$ cat src/logic/crie_map.svh
// Register offsets, field positions, enable reset value and error thresholds
`ifndef CRIE_MAP_SVH
`define CRIE_MAP_SVH
`define CRIE_OFF_ENABLE   4'h0
`define CRIE_OFF_FLAGS    4'h1
`define CRIE_OFF_STATUS   4'h2
`define CRIE_OFF_IRQMASK  4'h3
`define CRIE_BIT_WAKE     7
`define CRIE_BIT_CSC      6
`define CRIE_RXS_HI       5
`define CRIE_RXS_LO       4
`define CRIE_TXS_HI       3
`define CRIE_TXS_LO       2
`define CRIE_BIT_OVR      1
`define CRIE_BIT_RXF      0
`define CRIE_ENABLE_RST   8'h00
`define CRIE_WARN_LIMIT   9'h060
`define CRIE_PASS_LIMIT   9'h07F
`define CRIE_OFF_LIMIT    9'h0FF
`endif

$ cat src/logic/crie_pkg.sv
// Types shared by the receiver interrupt enable block
package crie_pkg;
  typedef enum logic [1:0] {
    CRIE_ST_OK      = 2'h0,
    CRIE_ST_WARNING = 2'h1,
    CRIE_ST_PASSIVE = 2'h2,
    CRIE_ST_BUSOFF  = 2'h3
  } crie_state_t;
endpackage

$ cat src/logic/crie_top.sv
// Receiver interrupt enable register, status change logic and requests
//
// The strobed register port and the address map were left to the implementer.
`timescale 1ns/1ps
`default_nettype none
`include "crie_map.svh"

// Overview of operation
// - Init mode holds enable register reset except the sensitivity fields
// - Enable register writes only outside init mode
// - Sensitivity fields survive init mode
// - Wake enable gates wake request
// - Status change enable gates error request
// - Receiver sensitivity selects flagged transitions
// - Transmitter sensitivity selects flagged transitions
// - State bits update only without pending flag
// - Overrun enable gates error request
// - Receive full enable gates receive request
// - Transmitter bus-off forces receiver bus-off; leaving it restores the receiver counter state
// - Status change flag set on state change
// - Receiver OK up to 96, warning to 127
// - Receive full flag set on buffer load
module crie_top
  import crie_pkg::*;
(
  input  wire logic       core_clk_in,      // Bus clock
  input  wire logic       rst_n_in,         // Synchronous reset, low
  input  wire logic [3:0] addr_in,          // Register address
  input  wire logic [7:0] wdata_in,         // Write data
  input  wire logic       wr_in,            // Write strobe
  input  wire logic       rd_in,            // Read strobe
  output logic      [7:0] rdata_out,        // Read data, cycle after rd
  input  wire logic       init_request_in,  // Init mode requested
  input  wire logic       init_acknowledge_in, // Init mode acknowledged
  input  wire logic       wake_event_in,    // Wake-up event pulse
  input  wire logic       overrun_event_in, // Receive overrun pulse
  input  wire logic       rx_load_in,       // Good frame into foreground
  input  wire logic       rx_release_in,    // Foreground buffer released
  input  wire logic [7:0] rx_err_cnt_in,    // Receive error counter
  input  wire logic [8:0] tx_err_cnt_in,    // Transmit error count
  output logic            wake_irq_out,     // Wake-up request
  output logic            err_irq_out,      // Error request
  output logic            rx_irq_out,       // Receive request
  output logic            irq_out           // Combined masked interrupt
);
  // ==========================================================
  // Registers
  logic [7:0]  en_q, en_d;
  logic        wake_f_q, wake_f_d, csc_f_q, csc_f_d;
  logic        ovr_f_q, ovr_f_d, rxf_f_q, rxf_f_d;
  logic [3:0]  mask_q, mask_d;
  crie_state_t rx_st_q, rx_st_d, tx_st_q, tx_st_d;
  logic [7:0]  rdata_q, rdata_d;
  logic        wake_irq_q, err_irq_q, rx_irq_q, irq_q;
  logic        wake_irq_d, err_irq_d, rx_irq_d, irq_d;

  // ==========================================================
  // Error state decode
  crie_state_t tx_now, rx_now;
  logic        init_mode, init_free, wr_en, wr_fl, wr_mk;
  logic        rx_hit, tx_hit;
  logic [3:0]  flags, clr;

  function automatic logic sens_hit(input logic [1:0] sel,
                                    input crie_state_t o,
                                    input crie_state_t n);
    logic chg;
    chg = (o != n);
    case (sel)
      2'h1: sens_hit = chg && (o == CRIE_ST_BUSOFF || n == CRIE_ST_BUSOFF);
      2'h2: sens_hit = chg && (o[1] != n[1]);
      2'h3: sens_hit = chg;
      default: sens_hit = 1'b0;
    endcase
  endfunction

  always_comb begin
    if (tx_err_cnt_in > `CRIE_OFF_LIMIT)
      tx_now = CRIE_ST_BUSOFF;
    else if (tx_err_cnt_in > `CRIE_PASS_LIMIT)
      tx_now = CRIE_ST_PASSIVE;
    else if (tx_err_cnt_in > `CRIE_WARN_LIMIT)
      tx_now = CRIE_ST_WARNING;
    else
      tx_now = CRIE_ST_OK;
    // Receiver mirrors transmitter bus-off; leaving it gives the state of rx_err_cnt_in
    if (tx_now == CRIE_ST_BUSOFF)
      rx_now = CRIE_ST_BUSOFF;
    else if ({1'b0, rx_err_cnt_in} > `CRIE_PASS_LIMIT)
      rx_now = CRIE_ST_PASSIVE;
    else if ({1'b0, rx_err_cnt_in} > `CRIE_WARN_LIMIT)
      rx_now = CRIE_ST_WARNING;
    else
      rx_now = CRIE_ST_OK;
  end

  // ==========================================================
  // Next state
  always_comb begin
    init_mode = init_request_in && init_acknowledge_in;
    init_free = !init_request_in && !init_acknowledge_in;
    wr_en = wr_in && addr_in == `CRIE_OFF_ENABLE && init_free;
    wr_fl = wr_in && addr_in == `CRIE_OFF_FLAGS;
    wr_mk = wr_in && addr_in == `CRIE_OFF_IRQMASK;
    clr   = wr_fl ? {wdata_in[`CRIE_BIT_WAKE], wdata_in[`CRIE_BIT_CSC],
                     wdata_in[`CRIE_BIT_OVR], wdata_in[`CRIE_BIT_RXF]}
                  : 4'h0;
    en_d = wr_en ? wdata_in : en_q;
    if (init_mode) begin
      // Sensitivity fields keep their value through init mode
      en_d = `CRIE_ENABLE_RST;
      en_d[`CRIE_RXS_HI:`CRIE_RXS_LO] = en_q[`CRIE_RXS_HI:`CRIE_RXS_LO];
      en_d[`CRIE_TXS_HI:`CRIE_TXS_LO] = en_q[`CRIE_TXS_HI:`CRIE_TXS_LO];
    end
    rx_hit = sens_hit(en_q[`CRIE_RXS_HI:`CRIE_RXS_LO], rx_st_q, rx_now);
    tx_hit = sens_hit(en_q[`CRIE_TXS_HI:`CRIE_TXS_LO], tx_st_q, tx_now);
    // State bits are frozen while a status change is pending
    rx_st_d = csc_f_q ? rx_st_q : rx_now;
    tx_st_d = csc_f_q ? tx_st_q : tx_now;
    // Set wins over a clear in the same cycle, except the status change flag, where the clear wins
    wake_f_d = wake_event_in || (wake_f_q && !clr[3]);
    csc_f_d  = (!csc_f_q && (rx_hit || tx_hit))
               || (csc_f_q && !clr[2]);
    ovr_f_d  = overrun_event_in || (ovr_f_q && !clr[1]);
    rxf_f_d  = rx_load_in || (rxf_f_q && !clr[0] && !rx_release_in);
    mask_d   = wr_mk ? wdata_in[3:0] : mask_q;
    flags    = {wake_f_d, csc_f_d, ovr_f_d, rxf_f_d};
    wake_irq_d = wake_f_d && en_d[`CRIE_BIT_WAKE];
    err_irq_d  = (csc_f_d && en_d[`CRIE_BIT_CSC])
                 || (ovr_f_d && en_d[`CRIE_BIT_OVR]);
    rx_irq_d   = rxf_f_d && en_d[`CRIE_BIT_RXF];
    irq_d      = |(flags & mask_d);
    case (addr_in)
      `CRIE_OFF_ENABLE:  rdata_d = en_q;
      `CRIE_OFF_FLAGS:   rdata_d = {wake_f_q, csc_f_q, rx_st_q, tx_st_q,
                                    ovr_f_q, rxf_f_q};
      `CRIE_OFF_STATUS:  rdata_d = {2'h0, rx_st_q, tx_st_q, 2'h0};
      `CRIE_OFF_IRQMASK: rdata_d = {4'h0, mask_q};
      default:           rdata_d = 8'h00;
    endcase
    if (!rd_in)
      rdata_d = 8'h00;
  end

  always_ff @(posedge core_clk_in) begin
    if (!rst_n_in) begin
      en_q <= `CRIE_ENABLE_RST;
      wake_f_q <= 1'b0;
      csc_f_q <= 1'b0;
      ovr_f_q <= 1'b0;
      rxf_f_q <= 1'b0;
      mask_q <= 4'h0;
      rx_st_q <= CRIE_ST_OK;
      tx_st_q <= CRIE_ST_OK;
      rdata_q <= 8'h00;
      wake_irq_q <= 1'b0;
      err_irq_q <= 1'b0;
      rx_irq_q <= 1'b0;
      irq_q <= 1'b0;
    end else begin
      en_q <= en_d;
      wake_f_q <= wake_f_d;
      csc_f_q <= csc_f_d;
      ovr_f_q <= ovr_f_d;
      rxf_f_q <= rxf_f_d;
      mask_q <= mask_d;
      rx_st_q <= rx_st_d;
      tx_st_q <= tx_st_d;
      rdata_q <= rdata_d;
      wake_irq_q <= wake_irq_d;
      err_irq_q <= err_irq_d;
      rx_irq_q <= rx_irq_d;
      irq_q <= irq_d;
    end
  end

  assign rdata_out    = rdata_q;
  assign wake_irq_out = wake_irq_q;
  assign err_irq_out  = err_irq_q;
  assign rx_irq_out   = rx_irq_q;
  assign irq_out      = irq_q;

  // ==========================================================
  // Assertions
  // Request outputs are registered from the same next values as the
  // flags and enables, so they must match the stored copies exactly.

  init_hold_a: assert property (
    @(posedge core_clk_in) disable iff (!rst_n_in)
    init_mode |=> en_q[7:6] == 2'h0 && en_q[1:0] == 2'h0)
    else $error("enable not reset in init mode");

  init_write_a: assert property (
    @(posedge core_clk_in) disable iff (!rst_n_in)
    wr_in && addr_in == `CRIE_OFF_ENABLE && !init_free && !init_mode
    |=> $stable(en_q))
    else $error("enable written during init");

  free_write_a: assert property (
    @(posedge core_clk_in) disable iff (!rst_n_in)
    wr_in && addr_in == `CRIE_OFF_ENABLE && init_free
    |=> en_q == $past(wdata_in))
    else $error("enable write outside init lost");

  read_idle_a: assert property (
    @(posedge core_clk_in) disable iff (!rst_n_in)
    !rd_in |=> rdata_out == 8'h00)
    else $error("read data without read strobe");

  sens_keep_a: assert property (
    @(posedge core_clk_in) disable iff (!rst_n_in)
    init_mode |=> $stable(en_q[5:2]))
    else $error("sensitivity lost in init");

  wake_req_a: assert property (
    @(posedge core_clk_in) disable iff (!rst_n_in)
    wake_irq_out == (wake_f_q && en_q[7]))
    else $error("wake request not flag and enable");

  wake_set_a: assert property (
    @(posedge core_clk_in) disable iff (!rst_n_in)
    wake_event_in && en_q[7] && !wr_en && !init_mode |=> wake_irq_out)
    else $error("wake request missing");

  err_req_a: assert property (
    @(posedge core_clk_in) disable iff (!rst_n_in)
    csc_f_q && en_q[6] |-> err_irq_out)
    else $error("status change request missing");

  rx_gate_a: assert property (
    @(posedge core_clk_in) disable iff (!rst_n_in)
    !csc_f_q && en_q[5:4] == 2'h0 && !tx_hit |=> !csc_f_q)
    else $error("receiver change flagged while off");

  tx_gate_a: assert property (
    @(posedge core_clk_in) disable iff (!rst_n_in)
    !csc_f_q && en_q[3:2] == 2'h0 && !rx_hit |=> !csc_f_q)
    else $error("transmitter change flagged while off");

  state_freeze_a: assert property (
    @(posedge core_clk_in) disable iff (!rst_n_in)
    csc_f_q |=> $stable(rx_st_q) && $stable(tx_st_q))
    else $error("state changed while flag pending");

  ovr_req_a: assert property (
    @(posedge core_clk_in) disable iff (!rst_n_in)
    overrun_event_in && en_q[1] && !wr_en && !init_mode |=> err_irq_out)
    else $error("overrun request missing");

  rxf_req_a: assert property (
    @(posedge core_clk_in) disable iff (!rst_n_in)
    rx_load_in && en_q[0] && !wr_en && !init_mode |=> rx_irq_out)
    else $error("receive request missing");

  rx_busoff_a: assert property (
    @(posedge core_clk_in) disable iff (!rst_n_in)
    tx_st_q == CRIE_ST_BUSOFF |-> rx_st_q == CRIE_ST_BUSOFF)
    else $error("receiver does not mirror bus-off");

  csc_set_a: assert property (
    @(posedge core_clk_in) disable iff (!rst_n_in)
    !csc_f_q && (rx_hit || tx_hit) |=> csc_f_q)
    else $error("status change flag not set");

  rx_warn_a: assert property (
    @(posedge core_clk_in) disable iff (!rst_n_in)
    !csc_f_q && tx_now != CRIE_ST_BUSOFF
    && {1'b0, rx_err_cnt_in} > `CRIE_WARN_LIMIT
    && {1'b0, rx_err_cnt_in} <= `CRIE_PASS_LIMIT
    |=> rx_st_q == CRIE_ST_WARNING)
    else $error("receiver warning state wrong");

  rxf_set_a: assert property (
    @(posedge core_clk_in) disable iff (!rst_n_in)
    rx_load_in |=> rxf_f_q)
    else $error("receive full flag not set");

  err_level_a: assert property (
    @(posedge core_clk_in) disable iff (!rst_n_in)
    err_irq_out == ((csc_f_q && en_q[6]) || (ovr_f_q && en_q[1])))
    else $error("error request not flag and enable");

  rx_level_a: assert property (
    @(posedge core_clk_in) disable iff (!rst_n_in)
    rx_irq_out == (rxf_f_q && en_q[0]))
    else $error("receive request not flag and enable");

  irq_mask_a: assert property (
    @(posedge core_clk_in) disable iff (!rst_n_in)
    irq_out == |({wake_f_q, csc_f_q, ovr_f_q, rxf_f_q} & mask_q))
    else $error("combined request not masked flags");
endmodule
`default_nettype wire

$ cat config.mk
export PLATFORM = sky130hd
export DESIGN_NAME = crie_top
export DESIGN_NICKNAME = d
export VERILOG_FILES = /design/src/logic/crie_pkg.sv /design/src/logic/crie_top.sv
export VERILOG_INCLUDE_DIRS = /design/src /design/src/logic
export SDC_FILE = /design/constraint.sdc
export NUM_CORES = 1
export LEC_CHECK = 0
export BUFFER_PORTS_ARGS = -buffer_cell sky130_fd_sc_hd__buf_4
export CELL_PAD_IN_SITES_DETAIL_PLACEMENT = 1
export CELL_PAD_IN_SITES_GLOBAL_PLACEMENT = 1
export CORE_MARGIN = 1
export CORE_UTILIZATION = 41
export CTS_BUF_LIST = sky130_fd_sc_hd__clkbuf_8
export DETAILED_ROUTE_END_ITERATION = 6
export PLACE_DENSITY_LB_ADDON = 0.1
export SLEW_MARGIN = 10
export SYNTH_ARGS = -nofsm -noshare
export SYNTH_HDL_FRONTEND = slang
export SYNTH_SLANG_ARGS = --single-unit
$ cat constraint.sdc
create_clock -name core_clk_in -period 3.3 [get_ports core_clk_in]
set_input_delay 0.165 -clock core_clk_in [delete_from_list [all_inputs] [get_ports core_clk_in]]
set_output_delay 0.165 -clock core_clk_in [all_outputs]
set_load 0.03 [all_outputs]
# Word level (Yosys, flattened, before mapping)
# Index checks and enable logic that the tools add are counted.
[totals]
out_inout_bits = 12
regBits = 32
wordCells = 91
inputBits = 39
[op_classes]
mux = 13
n_eq_ne = 17
n_reduce_logical = 40
order_cmp = 5
bitwise = 2
[ops]
columns = ["op", "count"]
rows = [
  ["8-bit one-hot mux with 4 select lines", 1],
  ["1-bit logical AND", 20],
  ["9-bit by 7-bit > comparator with 1-bit output (second input constant)", 2],
  ["2-bit == test (second input constant)", 8],
  ["8-bit by 7-bit > comparator with 1-bit output (second input constant)", 2],
  ["8-bit two-way mux", 2],
  ["9-bit by 8-bit > comparator with 1-bit output (second input constant)", 1],
  ["4-bit by 2-bit == test with 1-bit output (second input constant)", 2],
  ["1-bit zero test", 8],
  ["1-bit logical OR", 8],
  ["2-bit two-way mux", 4],
  ["4-bit two-way mux", 2],
  ["1-bit one-hot mux with 3 select lines", 2],
  ["4-bit AND", 1],
  ["2-bit by 1-bit == test with 1-bit output (second input constant)", 2],
  ["4-bit by 1-bit == test with 1-bit output (second input constant)", 1],
  ["4-bit zero test", 1],
  ["2-bit inequality test", 2],
  ["2-bit AND reduction", 2],
  ["4-bit OR reduction", 1],
  ["1-bit two-way mux", 2],
  ["1-bit inequality test", 2],
  ["1-bit inverter", 1],
]

# Depth between registers and ports, before layout
# Gate-level depths: netlist of run 1.
[logic_depth]
ltp_word = 15
mapped_depth = 8

# Worst setup path after synthesis of run 1
# Ideal clock, no wire load.
[synth_path]
kind = "register to register"
start = "reg en_q[4]"
end = "reg irq_q, in the netlist irq_out"
setup_time_ns = 0.136
period_less_slack_ns = 1.925
stages_incl_launch_ff = 8
setup_slack_ns = 1.375
t_arrival_ns = 1.789
t_required_ns = 3.164
n_path_buf = 0
path_cell_list = "dfxtp_1 inv_1 ha_1 or4b_1 a41oi_2 nor4_1 a221oi_2 o2111ai_1"
[synth_via]
elab_chain_len = 7
elab_cells_between_ends = 9
classes_between = "eq/ne (3); mux (1); bitwise (1); reduce/logical (4)"
[synth_lines]
columns = ["element", "line_no", "text"]
rows = [
  ["start, declared", "crie_top.sv:48", "logic [7:0] en_q, en_d;"],
  ["start signal, assigned", "crie_top.sv:147", "en_q <= `CRIE_ENABLE_RST;"],
  ["start signal, assigned", "crie_top.sv:161", "en_q <= en_d;"],
  ["2-bit == test or 2-bit by 1-bit == test with 1-bit output (tied branches)", "crie_top.sv:69", "case (sel)"],
  ["1-bit one-hot mux with 3 select lines (*)", "crie_top.sv:69", ""],
  ["1-bit logical OR (*)", "crie_top.sv:122", "csc_f_d = (!csc_f_q && (rx_hit || tx_hit))"],
  ["1-bit logical AND (*)", "crie_top.sv:122", ""],
  ["1-bit logical OR (*)", "crie_top.sv:123", "|| (csc_f_q && !clr[2]);"],
  ["4-bit AND (*)", "crie_top.sv:132", "irq_d = |(flags & mask_d);"],
  ["4-bit OR reduction (*)", "crie_top.sv:132", ""],
  ["end signal, assigned", "crie_top.sv:173", "irq_q <= irq_d;"],
  ["end, declared", "crie_top.sv:54", "logic wake_irq_q, err_irq_q, rx_irq_q, irq_q;"],
]
# Mark *: on every way between the ends. The rest lies on a longest branch, timed or not.
# A chain may end at the register's enable or synchronous reset.

# Worst setup path after layout of run 1
# Same ends and word-level chain as after synthesis.

==> results of run 1 <==
## stage by stage
stage               worst slack, ns  utilization, %
CTS                            1.19            55.9
global route                   1.09            55.9
floorplan                      1.37               -
finish                         1.20            55.9
detailed placement             1.21            52.8
global placement               1.28            52.8
## per-layer routing
metal  track usage [%]  up-vias
met2              41.1       52
met3              6.88       11
met5                 0        -
li1                  -      695
met4              10.8        0
met1              28.0      689
## power by group through the flow
stage / Combinational [W] / Sequential [W] / Clock [W]
3_3_place_gp: 0.0000921 / 0.000409 / 0
5_1_grt: 0.000106 / 0.000403 / 0.000406
4_1_cts: 0.0000973 / 0.000401 / 0.000386
3_5_place_dp: 0.0000961 / 0.000410 / 0
6_report: 0.0000964 / 0.000401 / 0.000380
2_1_floorplan: 0.0000464 / 0.000409 / 0
## cell usage in the layout, fill, tap and decap left out, types with 2 or more instances in the layout
cell type and n:
clkbuf_8 5, a222oi_1 2, nand3_1 8, nand2_1 3
inv_1 7, nor2_1 30, buf_4 50, a22oi_1 2
or3_1 3, dfxtp_1 32, nor2b_1 2, mux2i_1 16
a31oi_1 2, xor2_1 3, ha_1 6, o2bb2ai_1 2
a21oi_1 7, nor3_1 12, and2_0 2
## critical path: cells and delay by family (launching register included)
| family | cells | cell delay [ns] |
|---|---|---|
| buf+inv | 1 | 0.09 |
| simple gates | 2 | 0.57 |
| fa+ha+maj | 1 | 0.23 |
| compound gates | 3 | 0.72 |
| flops | 1 | 0.37 |
## final cells by class
class	instances	area (um2)	area share, %
timing repair buffer	50	375	18.3
clock inverter	3	42.5	2.08
tap	48	60.1	2.94
multi-input combinational	123	832	40.7
inverter	7	26.3	1.28
clock buffer	5	68.8	3.36
sequential	32	641	31.3
## cells by family after synthesis
| kind of cell | after synthesis |
|---|---|
| AND/OR/NAND/NOR | 72 |
| flip-flops | 32 |
| AO/OA/AOI/OAI | 25 |
| multiplexers | 16 |
| buffers and inverters | 15 |
| adder cells (fa/ha/maj) | 6 |
| XOR/XNOR | 4 |
## sequential cells by signal, summed over array words and instances (netlist names)
name / flops
ovr_f_q: 1
rx_irq_out: 1
rxf_f_q: 1
irq_out: 1
en_q: 8
mask_q: 4
wake_irq_out: 1
tx_st_q: 2
rdata_out: 8
rx_st_q: 2
wake_f_q: 1
err_irq_out: 1
csc_f_q: 1
## worst paths after layout
path | from | end | slack, ns | cells past startpoint
max | en_q[4] | irq_out | 1.20 | 7
min | wdata_in[5] | en_q[5] | 0.11 | 3
max reg2reg | en_q[4] | irq_out | 1.20 | 7
min reg2reg | mask_q[0] | rdata_out[0] | 0.50 | 2
==> impl_metrics.csv, run 1 <==
group,metric,value,unit
power_and_ir_drop,p_clk_share,43.3,%
sta,max_slew_margin,61.7,%
power_and_ir_drop,comb_power_share,11.0,%
power_and_ir_drop,switching_power,0.000212,W
cells_and_area,postLayoutCellArea,2050,um2
yosys,synthCells,170,
cells_and_area,area_growth,31.5,%
worst_setup_path,critPathMaxStageDelay,0.48,ns
yosys,synth_top_family_by_area,"simple AND/OR/NAND/NOR gates",
detailed_routing,via_per_inst,5.40,
yosys,avgSynthCellArea,9.15,um2
yosys,ys_async_sr_fraction,0,%
cts,cts_resized,0,
detailed_routing,vias,1447,
sta,slew_violations,0,
global_routing,grtUsageTotal,24.2,%
sta,final-hold-violation-count,0,
floorplanning,die_x,63.6,um
detailed_routing,first_pass_iters,4,
cts,cts_buffers,5,
cts,ctsHoldBuffers,0,
status,status,"finished clean",
worst_setup_path,critPathLaunchType,"flop",
yosys,synth_mux_area_share,10.3,%
cells_and_area,diodes,0,
floorplanning,die-area,4040,um2
yosys,synth_area_leaders,"dfxtp_1 (41%), mux2i_1 (10%), nor2_1 (7.2%)",
yosys,netlist_area,1560,um2
yosys,synth_seq_cells,32,
sta,rsz0062_at_grt,"false",
floorplanning,dieHeight,63.6,um
worst_setup_path,worstPathMaxFanout,4,
flow_run,cap_violations,0,
sta,setup_viol_count_final,0,
cts,cts_tree,"built",
power_and_ir_drop,leakagePower,0.916,nW
yosys,synth-simple-area-share,23.5,%
power_and_ir_drop,seq_power_share,45.7,%
cts,clock-sinks,32,
yosys,synth_top_area_cell,"dfxtp_1",
cells_and_area,num-fill-cells,426,
yosys,synth_edf_count,0,
floorplanning,coreArea,3660,um2
global_routing,grt_pass1_vias,1544,
floorplanning,pin_count,51,
worst_setup_path,worstPathCellList,"inv_1 > ha_1 > or4b_1 > a41oi_2 > nor4_1 > a221oi_2 > o2111ai_1",
detailed_routing,routed_wl,4300,um
floorplanning,rows,22,
detailed_routing,m1WireLength,1800,um
yosys,yosysUniqueCellTypes,45,
sta,period_needed,2.10,ns
floorplanning,start_util,42.5,%
place,dp.cells,260,
place,hpwl,3230,um
global_routing,antenna_found_initial,0,
cells_and_area,layout-drive-gt1-share,29.5,%
yosys,ys_top_cells_by_count,"dfxtp_1 (32), nor2_1 (30), mux2i_1 (16), nor3_1 (12), nand3_1 (8)",
power_and_ir_drop,power_density,429,nW/um2
detailed_routing,met3WireLength,218,um
yosys,ys_dominant_reg_cell,"dfxtp_1",
yosys,syn-num-nets,215,
cts,postCtsSetupBuffers,0,
power_and_ir_drop,p_int,0.000666,W
cells_and_area,final_cells,268,
place,gp_congestion,0.843,
detailed_routing,route.met2.wl,2190,um
cts,clock_path_buffers,2,
yosys,synth_compound_area_share,12.6,%
place,postPlaceCellArea,1930,um2
power_and_ir_drop,power,0.000878,W
hold_path,worstHoldPathType,"primary input to flop",
cts,clk_pin_slew_worst_paths,0.07,ns
cells_and_area,final_nets,264,
sta,finalClockSkew,0.00858,ns
yosys,synth.most_common_cell,"dfxtp_1",
worst_setup_path,worst-setup-path-type,"flop to flop",
global_routing,grt_max_degree,17,
power_and_ir_drop,peakVddDrop,0.000227,V
detailed_routing,drc,0,
worst_setup_path,critPathArrivalTime,2.26,ns
global_routing,grt_first_pass_wirelength,7220,um
detailed_routing,drtAntennaViolNets,0,
worst_setup_path,cp_slowest_cell,"or4b_1",
sta,fin_hold_ws,0.111,ns
detailed_routing,drtIter0Drc,64,
cts,insertion_delay,0.30,ns
detailed_routing,post_drt_wl_per_cell,16.1,um
sta,max_freq,477,MHz
place,portBuffers,50,
power_and_ir_drop,swShare,24.1,%
yosys,synth_adder_area_share,4.83,%
yosys,synth_xor_area_share,2.25,%
cts,htree_levels,2,
global_routing,grt.overflow.total,0,
sta,tightest_slew,0.572,ns
yosys,synth_warnings,0,
worst_setup_path,critical_path_required,3.47,ns
detailed_routing,top_layer_used,"met4",
sta,finalCritPeriodShare,63.6,%
sta,tns,0,ns
yosys,yosys.area.top_type_share,41.2,%
yosys,yosysSeqAreaShare,41.2,%
worst_setup_path,endpoint_kind,"flop",
cts,root_buffer,"clkbuf_8",
No activity file was read; power rests on OpenSTA's default activity.
==> run 2: changes to the inputs <==
- CORE_UTILIZATION: 41 -> 34
- clock period: 3.3 -> 1.8 ns (I/O delays scaled with it)
==> impl_metrics.csv, run 2 (synthesis gave the netlist of run 1 again) <==
group,metric,value,unit
cells_and_area,layout-drive-gt1-share,34.1,%
sta,max_slew_margin,64.4,%
cells_and_area,final_nets,273,
floorplanning,dieHeight,69.6,um
cts,insertion_delay,0.29,ns
place,gp_congestion,0.768,
sta,slew_violations,0,
cells_and_area,area_growth,37.5,%
cts,clk_pin_slew_worst_paths,0.07,ns
worst_setup_path,worstPathMaxFanout,3,
power_and_ir_drop,power,0.00160,W
global_routing,grt.overflow.total,0,
detailed_routing,first_pass_iters,4,
cells_and_area,final_cells,281,
sta,fin_hold_ws,0.0325,ns
global_routing,grt-busiest-layer,"met2",
hold_path,whs_path_depth,3,
worst_setup_path,r2r_cells,7,
flow_run,cap_violations,0,
global_routing,grtUsageTotal,20.4,%
global_routing,grt_use_met1,24.4,%
worst_setup_path,critPathArrivalTime,2.05,ns
worst_setup_path,critical_path_required,1.96,ns
detailed_routing,routed_wl,4620,um
floorplanning,pin_count,51,
floorplanning,start_util,35.5,%
cts,clock_path_buffers,2,
sta,period_needed,1.89,ns
detailed_routing,via_per_inst,5.20,
worst_setup_path,endpoint_kind,"flop",
cts,root_buffer,"clkbuf_8",
detailed_routing,drtAntennaViolNets,0,
sta,final-hold-violation-count,0,
place,portBuffers,50,
worst_setup_path,worst-setup-path-type,"flop to flop",
power_and_ir_drop,power_density,747,nW/um2
global_routing,grt_first_pass_wirelength,7630,um
worst_setup_path,reg2reg_to,"irq_out",
power_and_ir_drop,peakVddDrop,0.000527,V
cells_and_area,diodes,0,
hold_path,worstHoldPathType,"primary input to flop",
cells_and_area,final_util,48.8,%
sta,rsz0062_at_grt,"true",
floorplanning,die_x,69.6,um
worst_setup_path,cp.depth,7,
place,place_ws,-0.121,ns
cells_and_area,mostFrequentLayoutCell,"buf_4",
sta,setup_ws,-0.0918,ns
global_routing,grt.met3_usage,4.22,%
hold_path,hp-start,"rx_load_in",
worst_setup_path,critPathLaunchType,"flop",
global_routing,grt_max_degree,17,
place,hpwl,3580,um
cts,cts_buffers,5,
hold_path,whs_endpoint,"rxf_f_q",
worst_setup_path,worstPathCellList,"inv_2 > ha_4 > or4b_4 > a41oi_2 > nor4_2 > a221oi_2 > o2111ai_1",
cts,clock-sinks,32,
worst_setup_path,reg2reg_from,"en_q[4]",
cts,htree_levels,2,
power_and_ir_drop,leakagePower,0.970,nW
status,status,"complete, but fails checks",
sta,finalCritPeriodShare,105,%
detailed_routing,post_drt_wl_per_cell,16.4,um
worst_setup_path,critPathMaxStageDelay,0.51,ns
detailed_routing,drtIter0Drc,45,
cts,postCtsSetupBuffers,0,
cells_and_area,final_cell_mix,"buf_4 (59), dfxtp_1 (31), nor2_1 (30)",
sta,finalClockSkew,0.00551,ns
sta,max_freq,529,MHz
floorplanning,rows,24,
cts,cts_tree,"built",
global_routing,grt_use_met2,35.7,%
floorplanning,die-area,4850,um2
worst_setup_path,cp_slowest_cell,"or4b_4",
floorplanning,coreArea,4380,um2
detailed_routing,vias,1462,
sta,tightest_slew,0.533,ns
detailed_routing,drc,0,
worst_setup_path,crit_family,"compound AO/OA/AOI/OAI gates",
global_routing,grt_pass1_vias,1573,
worst_setup_path,ff2ff_setup_slack,-0.09,ns
cts,ctsHoldBuffers,0,
status,violations,"negative setup slack",
global_routing,antenna_found_initial,0,
place,dp.cells,273,
sta,setup_viol_count_final,3,
worst_setup_path,cp_num_buf_inv,1,
-- run 2: cell type report --
| cell class | count | area (um2) |
|---|---|---|
| Fill cell | 534 | 2250 |
| Multi-Input combinational cell | 123 | 855 |
| Sequential cell | 32 | 642 |
| Timing Repair Buffer | 59 | 443 |
| Clock buffer | 5 | 68.8 |
| Tap cell | 52 | 65.1 |
| Clock inverter | 3 | 38.8 |
| Inverter | 7 | 26.3 |
-- run 2: how the worst max path moves through the flow --
stage / from / end / slack (ns)
global placement: en_q[4] / irq_out / -0.06
finish: en_q[4] / irq_out / -0.09
floorplan: en_q[4] / irq_out / 0.003
CTS: en_q[4] / irq_out / -0.10
global route: en_q[4] / irq_out / -0.21
detailed placement: en_q[4] / irq_out / -0.12
-- run 2: worst reg2reg max path, cell delays in order (launching register included) --
cell	delay (ns)
dfxtp_2	0.33
inv_2	0.05
ha_4	0.16
or4b_4	0.51
a41oi_2	0.15
nor4_2	0.06
a221oi_2	0.35
o2111ai_1	0.15
-- run 2: layer usage --
metal	wire length, um	part of all wire (%)
met4	74	1.6
met2	2310	50
met5	0	0
met1	2000	43
met3	234	5.1
-- run 2: repair_timing --
| action | in CTS | in global routing |
|---|---|---|
| resized for setup | 1 | 1 |
| setup endpoints to repair | 3 | 3 |
| gates cloned | 0 | 0 |
| pin swaps | 1 | 1 |
-- run 2: metrics by stage --
| stage | instance area, um2 | TNS (ns) |
|---|---|---|
| 6_report | 2140 | -0.141 |
| 5_1_grt | 2140 | -0.503 |
| 4_1_cts | 2130 | -0.212 |
| 3_5_place_dp | 2020 | -0.231 |
| 3_3_place_gp | 2020 | -0.0792 |
| 2_1_floorplan | 1570 | 0 |
-- run 2: power breakdown --
part           switching (W)  total, W  internal (W)  leakage, nW
registers          0.0000107  0.000733      0.000722        0.261
clock network       0.000267  0.000672      0.000405       0.0593
logic              0.0000944  0.000192     0.0000974        0.650
total               0.000372   0.00160       0.00122        0.970
==> run 3: changes to the inputs <==
- CORE_UTILIZATION: 34 -> 41
- clock period: 1.8 -> 2.2 ns (I/O delays scaled with it)
==> impl_metrics.csv, run 3 (synthesis gave the netlist of run 1 again) <==
group,metric,value,unit
status,status,"finished clean",
cts,cts_buffers,5,
cells_and_area,register_area,642,um2
sta,final-hold-violation-count,0,
sta,max_slew_margin,61.2,%
worst_setup_path,worstPathMaxFanout,4,
cells_and_area,num-fill-cells,447,
place,gp_congestion,0.792,
hold_path,hp-start,"wake_event_in",
hold_path,whs_path_depth,3,
place,dp.cells,263,
cts,clock-sinks,32,
worst_setup_path,critical_path_required,2.36,ns
power_and_ir_drop,power_density,634,nW/um2
sta,tns,0,ns
sta,finalCritPeriodShare,93.3,%
sta,setup_viol_count_final,0,
detailed_routing,vias,1458,
worst_setup_path,reg2reg_from,"en_q[4]",
place,portBuffers,50,
worst_setup_path,reg2reg_to,"irq_out",
power_and_ir_drop,comb_power_share,11.3,%
floorplanning,dieHeight,63.6,um
cts,insertion_delay,0.28,ns
worst_setup_path,cp_slowest_cell,"or4b_1",
worst_setup_path,r2r_cells,7,
sta,fin_hold_ws,0.0625,ns
worst_setup_path,critPathLaunchType,"flop",
sta,max_freq,487,MHz
power_and_ir_drop,leakagePower,0.932,nW
power_and_ir_drop,seq_power_share,45.8,%
place,hpwl,3190,um
sta,finalClockSkew,0.00637,ns
detailed_routing,drtAntennaViolNets,0,
global_routing,grt_first_pass_wirelength,7130,um
worst_setup_path,endpoint_kind,"flop",
sta,tightest_slew,0.581,ns
cts,ctsHoldBuffers,0,
sta,period_needed,2.05,ns
floorplanning,rows,22,
detailed_routing,first_pass_iters,4,
cts,cts_tree,"built",
worst_setup_path,cp_num_buf_inv,1,
global_routing,grt_max_degree,17,
cells_and_area,final_nets,267,
power_and_ir_drop,p_int,0.00100,W
worst_setup_path,crit_family,"compound AO/OA/AOI/OAI gates",
power_and_ir_drop,p_clk_share,42.9,%
power_and_ir_drop,peakVddDrop,0.000310,V
cells_and_area,layout-drive-gt1-share,30.9,%
floorplanning,die_x,63.6,um
sta,slew_violations,0,
global_routing,grt_pass1_vias,1525,
sta,rsz0062_at_grt,"false",
cts,root_buffer,"clkbuf_8",
floorplanning,coreArea,3660,um2
detailed_routing,drtIter0Drc,63,
cells_and_area,final_util,56.5,%
detailed_routing,drc,0,
worst_setup_path,worstPathCellList,"inv_1 > ha_1 > or4b_1 > a41oi_2 > nor4_1 > a221oi_2 > o2111ai_1",
cells_and_area,final_cells,271,
global_routing,grtUsageTotal,23.5,%
worst_setup_path,critPathMaxStageDelay,0.50,ns
hold_path,whs_endpoint,"wake_f_q",
cells_and_area,diodes,0,
worst_setup_path,ff2ff_setup_slack,0.15,ns
flow_run,cap_violations,0,
floorplanning,start_util,42.5,%
cells_and_area,postLayoutCellArea,2070,um2
cells_and_area,multiInputGateArea,832,um2
detailed_routing,via_per_inst,5.38,
place,postPlaceCellArea,1960,um2
worst_setup_path,critPathArrivalTime,2.21,ns
cells_and_area,final_cell_mix,"buf_4 (53), dfxtp_1 (31), nor2_1 (30)",
global_routing,grt.overflow.total,0,
detailed_routing,routed_wl,4290,um
cells_and_area,area_growth,33.1,%
hold_path,worstHoldPathType,"primary input to flop",
power_and_ir_drop,swShare,23.7,%
cts,clock_path_buffers,2,
floorplanning,die-area,4040,um2
cts,clk_pin_slew_worst_paths,0.07,ns
global_routing,antenna_found_initial,0,
detailed_routing,post_drt_wl_per_cell,15.8,um
floorplanning,pin_count,51,
worst_setup_path,worst-setup-path-type,"flop to flop",
cts,htree_levels,2,
cells_and_area,mostFrequentLayoutCell,"buf_4",
power_and_ir_drop,switching_power,0.000311,W
[run 3: cell count changes in the layout (fill, tap and decap cells not counted), sizes merged]
cell / before / now
clkinvlp: 0 / 1
inv: 8 / 7
buf: 59 / 53
[run 3: repair_timing]
action	CTS	global route
gates resized for setup	0	1
setup buffers	0	0
endpoints found under the setup margin	0	1
[run 3: worst max-delay path by stage]
stage                  from      end  cells after the start
floorplan           en_q[4]  irq_out                      7
global placement    en_q[4]  irq_out                      7
detailed placement  en_q[4]  irq_out                      7
CTS                 en_q[4]  irq_out                      7
global route        en_q[4]  irq_out                      7
finish              en_q[4]  irq_out                      7
[run 3: worst reg2reg max path: stages (launching register included)]
cell	delay [ns]
dfxtp_2	0.36
inv_1	0.07
ha_1	0.22
or4b_1	0.50
a41oi_2	0.19
nor4_1	0.08
a221oi_2	0.35
o2111ai_1	0.16
[run 3: area by class of cell]
class / instances / share of cell area (%)
Sequential cell: 32 / 31.0
Clock buffer: 5 / 3.33
Tap cell: 48 / 2.90
Inverter: 7 / 1.27
Clock inverter: 3 / 2.06
Multi-Input combinational cell: 123 / 40.2
Timing Repair Buffer: 53 / 19.2
[run 3: routing by layer]
layer,wire (um),up-vias,global-route usage (%)
li1,-,703,-
met3,234,4,5.98
met2,2140,45,41.5
met1,1880,706,27.4
met5,0,-,0
met4,29,0,7.67
[run 3: through the flow]
step	setup WS (ns)	power, W
final	0.147	0.00131
after CTS	0.0465	0.00132
after floorplan	0.275	0.000682
after global placement	0.178	0.000755
after global routing	0.0256	0.00137
after detailed placement	0.0679	0.000761
[run 3: power by group through the flow]
stage          clock network (W)  registers, W  logic (W)
3_5_place_dp                   0      0.000614   0.000146
3_3_place_gp                   0      0.000614   0.000142
2_1_floorplan                  0      0.000613  0.0000696
4_1_cts                 0.000574      0.000601   0.000149
6_report                0.000563      0.000602   0.000148
5_1_grt                 0.000603      0.000603   0.000160
